### src/core/parport_pkg.sv
`default_nettype none

package parport_pkg;

  localparam int DATA_W = 8;
  localparam int ADDR_W = 3;
  localparam int WDOG_W = 12;

  // Register offsets
  localparam logic [ADDR_W-1:0] OFS_DATA      = 3'h0;
  localparam logic [ADDR_W-1:0] OFS_STATUS    = 3'h1;
  localparam logic [ADDR_W-1:0] OFS_CONTROL   = 3'h2;
  localparam logic [ADDR_W-1:0] OFS_EPP_ADDR  = 3'h3;
  localparam logic [ADDR_W-1:0] OFS_EPP_DATA0 = 3'h4;
  localparam logic [ADDR_W-1:0] OFS_EPP_DATA3 = 3'h7;

  // Status bit positions
  localparam int ST_TIMEOUT = 0;
  localparam int ST_ERROR   = 3;
  localparam int ST_SELECT  = 4;
  localparam int ST_PAPER   = 5;
  localparam int ST_ACK     = 6;
  localparam int ST_BUSY    = 7;

  // Control bit positions
  localparam int CTL_W       = 6;
  localparam int CT_STROBE   = 0;
  localparam int CT_FEED     = 1;
  localparam int CT_REINIT   = 2;
  localparam int CT_CHOOSE   = 3;
  localparam int CT_IRQ_EN   = 4;
  localparam int CT_DIR      = 5;

  // Reset values
  localparam logic [DATA_W-1:0] DATA_RESET = 8'h00;
  localparam logic [CTL_W-1:0]  CTL_RESET  = 6'h00;
  localparam logic [DATA_W-1:0] ZERO_BYTE  = 8'h00;

  // Watchdog: EPP cycle limit
  localparam int CLK_PERIOD_PS = 5000;
  localparam int WDOG_LIMIT_PS = 10_000_000;
  localparam logic [WDOG_W-1:0] WDOG_CYCLES =
    WDOG_W'((WDOG_LIMIT_PS + CLK_PERIOD_PS - 1) / CLK_PERIOD_PS);

  typedef enum logic [1:0] {
    EPP_IDLE,
    EPP_SETUP,
    EPP_STROBE,
    EPP_DONE
  } eppState_t;

  typedef struct packed {
    logic [ADDR_W-1:0] addr;
    logic [DATA_W-1:0] data;
    logic              hostWritePulseN;
    logic              hostReadPulseN;
  } hostIn_t;

  typedef struct packed {
    logic [DATA_W-1:0] data;
    logic              dataOe;
    logic              ready;
  } hostOut_t;

  typedef struct packed {
    logic printerErrorIn;
    logic printerSelectedIn;
    logic paperEndIn;
    logic printerAckIn;
    logic printerBusyIn;
  } printerIn_t;

  typedef struct packed {
    logic strobeN;
    logic lineFeedCtlN;
    logic printerReinitCtl;
    logic printerChooseCtlN;
    logic irq;
  } printerOut_t;

  typedef struct packed {
    logic eppModeSel;
    logic extendedModeCfgBit;
  } modeCfg_t;

  typedef struct packed {
    hostIn_t    [1:0]             hostSync;
    printerIn_t [1:0]             prnSync;
    logic       [1:0][DATA_W-1:0] pinSync;
    modeCfg_t   [1:0]             cfgSync;
    logic                         prevWriteN;
    logic                         prevReadN;
    logic [DATA_W-1:0]            dataReg;
    logic [CTL_W-1:0]             ctl;
    logic                         eppTimeoutFlag;
    logic [DATA_W-1:0]            eppAddr;
    logic [DATA_W-1:0]            eppData;
    logic [DATA_W-1:0]            readHold;
    logic [DATA_W-1:0]            statusSnap;
    eppState_t                    eppState;
    logic                         eppIsWrite;
    logic                         eppIsAddr;
    logic [WDOG_W-1:0]            watchdog;
    hostOut_t                     hostOut;
    printerOut_t                  prnOut;
    logic [DATA_W-1:0]            pinOut;
    logic                         pinOe;
  } portState_t;

endpackage

`default_nettype wire

### src/core/parallel_port_regs.sv
// Summary of operation
// - Data register resets, latches on write rise
// - SPP data read returns live pins
// - Status held stable during host read
// - Bit 0 flags EPP 10 us timeout
// - Writing one clears timeout; zero ignored
// - Status bits 1 and 2 read zero
// - Bits 3-6 show live printer inputs
// - Bit 7 is complement of busy
// - Control bits 0-5 reset; 6-7 zero
// - Bits 0,1,3 driven inverted to pins
// - Bit 2 drives reinit pin uninverted
// - Enabled ack rising edge raises interrupt
// - Direction bit only with extended mode bit clear
// - Address write starts EPP address cycle
// - Address read latches pins at strobe end
// - Offsets 3-7 decoded only in EPP mode
// - Status writable only in EPP mode
// - Watchdog aborts long EPP cycle
// - Data windows run EPP data cycles
`timescale 1ns/1ps
`default_nettype none

module parallel_port_regs
  import parport_pkg::*;
(
  input  wire logic                      clk,
  input  wire logic                      rstn,
  input  wire parport_pkg::hostIn_t      hostIn,
  output var  parport_pkg::hostOut_t     hostOut,
  input  wire parport_pkg::modeCfg_t     modeCfg,
  input  wire parport_pkg::printerIn_t   printerIn,
  output var  parport_pkg::printerOut_t  printerOut,
  input  wire logic [DATA_W-1:0]         parallelDataPinsIn,
  output var  logic [DATA_W-1:0]         parallelDataPinsOut,
  output var  logic                      parallelDataPinsOe
);

  import parport_pkg::*;

  logic [1:0]  rstSync;
  logic        rstnSafe;
  portState_t  s;
  portState_t  next_s;

  hostIn_t           h;
  printerIn_t        p;
  logic [DATA_W-1:0] pins;
  logic              eppOn;
  logic              extMode;
  logic              writeRise;
  logic              writeFall;
  logic              readFall;
  logic              readActive;
  logic              decoded;
  logic              eppWindow;
  logic              inCycle;
  logic              effWrite;
  logic [DATA_W-1:0] statusLive;
  logic [DATA_W-1:0] latched;

  // Reset release is synchronised so every state flop leaves reset together
  always_ff @(posedge clk or negedge rstn)
  begin
    if (!rstn)
    begin
      rstSync <= 2'b00;
    end
    else
    begin
      rstSync <= {rstSync[0], 1'b1};
    end
  end

  assign rstnSafe = rstSync[1];

  always_comb
  begin
    next_s = s;

    // Pin inputs pass two flops before use
    next_s.hostSync[1] = s.hostSync[0];
    next_s.hostSync[0] = hostIn;
    next_s.prnSync[1]  = s.prnSync[0];
    next_s.prnSync[0]  = printerIn;
    next_s.pinSync[1]  = s.pinSync[0];
    next_s.pinSync[0]  = parallelDataPinsIn;
    next_s.cfgSync[1]  = s.cfgSync[0];
    next_s.cfgSync[0]  = modeCfg;

    h       = s.hostSync[1];
    p       = s.prnSync[1];
    pins    = s.pinSync[1];
    eppOn   = s.cfgSync[1].eppModeSel;
    extMode = s.cfgSync[1].extendedModeCfgBit;

    next_s.prevWriteN = h.hostWritePulseN;
    next_s.prevReadN  = h.hostReadPulseN;
    writeRise  = h.hostWritePulseN & ~s.prevWriteN;
    writeFall  = ~h.hostWritePulseN & s.prevWriteN;
    readFall   = ~h.hostReadPulseN & s.prevReadN;
    readActive = ~h.hostReadPulseN;

    eppWindow = h.addr >= OFS_EPP_ADDR;
    decoded   = ~eppWindow | eppOn;

    statusLive             = ZERO_BYTE;
    statusLive[ST_TIMEOUT] = s.eppTimeoutFlag;
    statusLive[ST_ERROR]   = p.printerErrorIn;
    statusLive[ST_SELECT]  = p.printerSelectedIn;
    statusLive[ST_PAPER]   = p.paperEndIn;
    statusLive[ST_ACK]     = p.printerAckIn;
    statusLive[ST_BUSY]    = ~p.printerBusyIn;

    // Register writes take effect at the trailing edge of the strobe
    if (writeRise && decoded)
    begin
      unique case (h.addr)
        OFS_DATA:
        begin
          next_s.dataReg = h.data;
        end
        OFS_STATUS:
        begin
          if (eppOn && h.data[ST_TIMEOUT])
          begin
            next_s.eppTimeoutFlag = 1'b0;
          end
        end
        OFS_CONTROL:
        begin
          next_s.ctl = h.data[CTL_W-1:0];
        end
        OFS_EPP_ADDR:
        begin
          next_s.eppAddr = h.data;
        end
        default:
        begin
          next_s.eppData = h.data;
        end
      endcase
    end

    // Status is frozen at the read's leading edge for its whole length
    if (readFall)
    begin
      next_s.statusSnap = statusLive;
    end

    // EPP cycle engine shared by the address and data windows
    unique case (s.eppState)
      EPP_IDLE:
      begin
        if (eppOn && eppWindow && (writeFall || readFall))
        begin
          next_s.eppIsWrite    = writeFall;
          next_s.eppIsAddr     = h.addr == OFS_EPP_ADDR;
          next_s.watchdog      = '0;
          next_s.hostOut.ready = 1'b0;
          next_s.eppState      = EPP_SETUP;
        end
      end
      EPP_SETUP:
      begin
        next_s.watchdog = s.watchdog + 1'b1;
        if (!p.printerBusyIn)
        begin
          next_s.eppState = EPP_STROBE;
        end
      end
      EPP_STROBE:
      begin
        next_s.watchdog = s.watchdog + 1'b1;
        if (p.printerBusyIn)
        begin
          if (!s.eppIsWrite)
          begin
            next_s.readHold = pins;
          end
          next_s.hostOut.ready = 1'b1;
          next_s.eppState      = EPP_DONE;
        end
      end
      EPP_DONE:
      begin
        if (h.hostWritePulseN && h.hostReadPulseN)
        begin
          next_s.eppState = EPP_IDLE;
        end
      end
    endcase

    // Watchdog abort; a timeout beats a same-cycle clear
    if ((s.eppState == EPP_SETUP || s.eppState == EPP_STROBE)
        && s.watchdog >= WDOG_CYCLES)
    begin
      next_s.eppTimeoutFlag = 1'b1;
      next_s.hostOut.ready  = 1'b1;
      next_s.eppState       = EPP_DONE;
    end

    // Host read data
    next_s.hostOut.dataOe = readActive && decoded;
    next_s.hostOut.data   = ZERO_BYTE;
    if (readActive && decoded)
    begin
      unique case (h.addr)
        OFS_DATA:
        begin
          next_s.hostOut.data = pins;
        end
        OFS_STATUS:
        begin
          // First cycle shows the value being frozen into the snapshot
          if (readFall)
          begin
            next_s.hostOut.data = statusLive;
          end
          else
          begin
            next_s.hostOut.data = s.statusSnap;
          end
        end
        OFS_CONTROL:
        begin
          next_s.hostOut.data = {2'b00, s.ctl};
        end
        default:
        begin
          // Latched byte is shown at the edge that raises ready
          next_s.hostOut.data = next_s.readHold;
        end
      endcase
    end

    // Parallel pin roles
    inCycle  = next_s.eppState == EPP_SETUP
               || next_s.eppState == EPP_STROBE;
    // An active strobe bit forces a write, so a stray read cannot fight
    effWrite = next_s.eppIsWrite | next_s.ctl[CT_STROBE];
    if (eppOn && inCycle)
    begin
      next_s.prnOut.strobeN           = ~effWrite;
      next_s.prnOut.lineFeedCtlN      =
        ~(next_s.eppState == EPP_STROBE && !next_s.eppIsAddr);
      next_s.prnOut.printerChooseCtlN =
        ~(next_s.eppState == EPP_STROBE && next_s.eppIsAddr);
      next_s.pinOe                    = effWrite;
    end
    else
    begin
      next_s.prnOut.strobeN           = ~next_s.ctl[CT_STROBE];
      next_s.prnOut.lineFeedCtlN      = ~next_s.ctl[CT_FEED];
      next_s.prnOut.printerChooseCtlN = ~next_s.ctl[CT_CHOOSE];
      next_s.pinOe = ~(~extMode & next_s.ctl[CT_DIR]);
    end
    next_s.prnOut.printerReinitCtl = next_s.ctl[CT_REINIT];
    // Level follows ack, so its rising edge is the request edge
    next_s.prnOut.irq = next_s.ctl[CT_IRQ_EN] & p.printerAckIn;

    // Write data passes straight through until the trailing edge latches it
    latched = next_s.eppIsAddr ? next_s.eppAddr : next_s.eppData;
    if (next_s.eppState != EPP_IDLE && next_s.eppIsWrite)
    begin
      next_s.pinOut = h.hostWritePulseN ? latched : h.data;
    end
    else
    begin
      next_s.pinOut = next_s.dataReg;
    end
  end

  always_ff @(posedge clk or negedge rstnSafe)
  begin
    if (!rstnSafe)
    begin
      s                                 <= '0;
      s.hostSync[0].hostWritePulseN     <= 1'b1;
      s.hostSync[0].hostReadPulseN      <= 1'b1;
      s.hostSync[1].hostWritePulseN     <= 1'b1;
      s.hostSync[1].hostReadPulseN      <= 1'b1;
      s.prevWriteN                      <= 1'b1;
      s.prevReadN                       <= 1'b1;
      s.dataReg                         <= DATA_RESET;
      s.ctl                             <= CTL_RESET;
      s.eppAddr                         <= DATA_RESET;
      s.eppData                         <= DATA_RESET;
      s.eppState                        <= EPP_IDLE;
      s.hostOut.ready                   <= 1'b1;
      s.prnOut.strobeN                  <= 1'b1;
      s.prnOut.lineFeedCtlN             <= 1'b1;
      s.prnOut.printerChooseCtlN        <= 1'b1;
      s.pinOe                           <= 1'b1;
    end
    else
    begin
      s <= next_s;
    end
  end

  assign hostOut             = s.hostOut;
  assign printerOut          = s.prnOut;
  assign parallelDataPinsOut = s.pinOut;
  assign parallelDataPinsOe  = s.pinOe;

endmodule // parallel_port_regs

`default_nettype wire

### config.mk
export PLATFORM = sky130hd
export DESIGN_NAME = parallel_port_regs
export DESIGN_NICKNAME = d
export VERILOG_FILES = /design/src/core/parport_pkg.sv /design/src/core/parallel_port_regs.sv
export SDC_FILE = /design/constraint.sdc
export NUM_CORES = 1
export LEC_CHECK = 0
export ABC_AREA = 1
export BUFFER_PORTS_ARGS = -buffer_cell sky130_fd_sc_hd__buf_2
export CORE_UTILIZATION = 23
export DETAILED_ROUTE_END_ITERATION = 7
export GPL_TIMING_DRIVEN = 1
export PLACE_DENSITY = 0.43
export SLEW_MARGIN = 25
export SYNTH_ARGS = -nofsm -noshare
export SYNTH_HDL_FRONTEND = slang
export SYNTH_SLANG_ARGS = --single-unit
export TNS_END_PERCENT = 50
### constraint.sdc
create_clock -name clk -period 6.2 [get_ports clk]
set_input_delay 0.93 -clock clk [delete_from_list [all_inputs] [get_ports clk]]
set_output_delay 0.93 -clock clk [all_outputs]
set_load 0.02 [all_outputs]
==> flow_summary_export.csv <==
group,metric,value,unit
synthesis,yosysTopAreaCellShare,56.04,%
place,dp_hpwl,9227,µm
sta,setup_viol,0,
worst_setup_path,crit_fanout,19,
global_route,grt_pass1_vias,4036,
worst_setup_path,required,6.54,ns
sta,period_share,43.25,%
synthesis,ys_async_sr_fraction,100.0,%
sta,worstMarginPinSlew,0.9167,ns
clock_network,clock_latency,0.43,ns
power_and_ir_drop,ir_drop,226.7,µV
power_and_ir_drop,netSwitchingPower,0.0009974,W
run_status,status,"complete, no violations",
final_layout,design_area,7079,µm²
worst_setup_path,startpoint_type,"register",
power_and_ir_drop,pwr-share-comb,24.7,%
sta,rsz0062_at_grt,"false",
synthesis,synth_fa_ha_area_share,1.660,%
synthesis,yosysTopAreaCell,"dfrtp_1",
synthesis,synthSimpleGateAreaFrac,17.12,%
final_layout,finish.utilization,27.79,%
final_layout,fillers,2715,
power_and_ir_drop,power_density,415.3,nW/µm²
power_and_ir_drop,clockPowerShare,34.0,%
clock_network,cts-resized-gates,0,
final_layout,fin_nets,703,
clock_network,cts_buffers,17,
worst_setup_path,critPathKind,"register to register",
synthesis,synth_area_per_cell,9.630,µm²
sta,skew,0.01320,ns
synthesis,synth_edf_count,0,
synthesis,ys_top_cells_by_area,"dfrtp_1 (56%), nand2_1 (7.4%), inv_1 (7.2%), dfstp_2 (4.8%), o21ai_0 (3.2%)",
route,drt-met1-wl,6828,µm
place,post_dp_cell_area,6472,µm²
floorplanning,dieArea,26860,µm²
job,drv_cap,0,
hold_path,holdCritPathClass,"register to async pin",
clock_network,cts_tree,"built",
route,avgViaCountPerCell,3.995,
floorplanning,ioPinCount,54,
clock_network,htree_levels,4,
synthesis,ys_seq_area_share,60.83,%
synthesis,syn-num-nets,664,
synthesis,synthCells,626,
floorplanning,die_h,163.9,µm
synthesis,synth_top_family_by_area,"simple AND/OR/NAND/NOR gates",
sta,fin_setup_tns,0,ns
clock_network,clkTransAtPathRegs,0.07,ns
synthesis,synth-compound-area-share,8.219,%
worst_setup_path,cp_data_arrival_time,3.03,ns
sta,slew_headroom,38.89,%
global_route,track_usage,10.99,%
synthesis,yosysMostFrequentCell,"dfrtp_1",
place,io_buffer_count,53,
clock_network,cts_max_path_buffers,2,
clock_network,cts_hold_buf,0,
place,place_congestion,0.8044,
clock_network,cts_root_buf,"clkbuf_16",
sta,drv_slew,0,
synthesis,synthTopCellsByCount,"dfrtp_1 (135), nand2_1 (119), inv_1 (115), o21ai_0 (38), nand3_1 (34)",
power_and_ir_drop,internal-power,0.001943,W
sta,layout_min_cycle_time,2.682,ns
power_and_ir_drop,p_seq_share,41.3,%
route,detail_route.iter0.violations,224,
clock_network,clock_sinks,146,
sta,max_freq,372.9,MHz
synthesis,synth_area,6028,µm²
global_route,overflow,0,
final_layout,synthToLayoutAreaGrowth,17.43,%
route,wl_per_cell,13.28,µm
sta,hold-worst-slack,0.2217,ns
floorplanning,fp.dieW,163.9,µm
route,wl_met3,637,µm
power_and_ir_drop,switching_share,33.93,%
route,dr_total_vias,4027,
route,ant_nets,0,
clock_network,postCtsSetupBuffers,0,
global_route,antenna_found_initial,0,
synthesis,synth-xor-area-share,0.1453,%
sta,hold_viol,0,
floorplanning,num_rows,58,
global_route,grt_pass1_wl,22140,µm
global_route,grt_max_degree,76,
route,wl_met2,5772,µm
floorplanning,start_util,23.67,%
route,top_layer,"met4",
route,firstDrtPassIters,4,
route,drt-total-wl,13390,µm
final_layout,drive_gt1_share,17.55,%
final_layout,antenna_cells,0,
synthesis,ys_ff_latch,146,
worst_setup_path,worstRegToRegCells,12,
worst_setup_path,crit_path_end_kind,"register",
floorplanning,core_area,25470,µm²
synthesis,synth_flop_cell,"dfrtp_1",
route,drc_errors,0,
synthesis,yosysWarnings,0,
power_and_ir_drop,cellLeakagePower,3.579,nW
synthesis,synthMuxAreaShare,0.4981,%
synthesis,synthDistinctLibCells,39,
[power groups by stage]
stage / Combinational (W) / Sequential [W] / Clock [W]
4_1_cts: 0.000728 / 0.00123 / 0.00103
6_report: 0.000726 / 0.00121 / 0.000999
5_1_grt: 0.000845 / 0.00123 / 0.00107
3_3_place_gp: 0.000721 / 0.00124 / 0
2_1_floorplan: 0.000620 / 0.00122 / 0
3_5_place_dp: 0.000723 / 0.00124 / 0
[metrics by stage]
| stage | cells | worst slack [ns] | total power [W] |
|---|---|---|---|
| after floorplan | 626 | 1.850 | 0.001837 |
| final | 1008 | 3.518 | 0.002940 |
| after detailed placement | 975 | 3.527 | 0.001965 |
| after global placement | 975 | 3.554 | 0.001964 |
| after global routing | 1008 | 3.220 | 0.003150 |
| after CTS | 1007 | 3.505 | 0.002985 |
[cell type report]
type	instances	area, µm²	share of cell area, %
repair buffers	55	300.3	4.242
clock buffers	20	456.7	6.451
inverters	118	445.4	6.292
well taps	330	412.9	5.832
flip-flops and latches	146	3671	51.86
multi-input cells	327	1670	23.59
clock inverters	12	122.6	1.732
[worst paths after layout]
path | start | endpoint | slack (ns)
setup / recovery | h[1] | printerOut[3] | 3.52
hold / removal | rstSync[1] | next_s[137] | 0.22
setup reg to reg | h[1] | printerOut[3] | 3.52
hold reg to reg | rstSync[1] | next_s[137] | 0.22
max in group asynchronous | rstSync[1] | p[0] | 4.74
min in group clk | next_s[108] | pins[7] | 0.35
[critical path: stages (launching register included)]
cell and delay (ns):
dfstp_2 0.77, inv_4 0.09, o21ai_0 0.23, o21ai_0 0.10, o21ai_0 0.15, nand2_1 0.08
nor2_1 0.15, inv_1 0.08, ha_1 0.28, nor2_1 0.35, nand2_1 0.09, o22ai_1 0.18
inv_1 0.06
[kinds of logic (layout without fill, tap and decap cells)]
family,Yosys count,after routing
AND/OR/NAND/NOR,224,224
buffers and inverters,153,205
flip-flops,146,146
AO/OA/AOI/OAI,90,90
adder cells (fa/ha/maj),8,8
multiplexers,3,3
other,1,1
XOR/XNOR,1,1
[flip-flops by register name, summed over array words and instances, names as in the netlist]
register and cells:
printerOut 4, eppOn 1, hostOut 10, next_s 28, h 13, extMode 1, s 65, parallelDataPinsOut 8
rstSync 2, pins 8, parallelDataPinsOe 1, p 5
[metal layers]
metal,global-route usage [%],vias up
li1,-,2035
met2,15.89,70
met4,4.167,0
met5,0,-
met3,2.955,12
met1,15.52,1910
[layout by cell type, fill, tap and decap left out, types with 5 or more instances in the layout]
master / count
dfrtp_1: 134
nand2_1: 119
inv_1: 115
buf_2: 53
o21ai_0: 38
nand3_1: 34
nor2_1: 31
a21oi_1: 22
clkbuf_16: 17
nand4_1: 16
o21ai_1: 11
dfstp_2: 11
nor3_1: 8
ha_1: 8
nand2_2: 5
a31oi_1: 5
No activity file was read; power rests on OpenSTA's default activity.
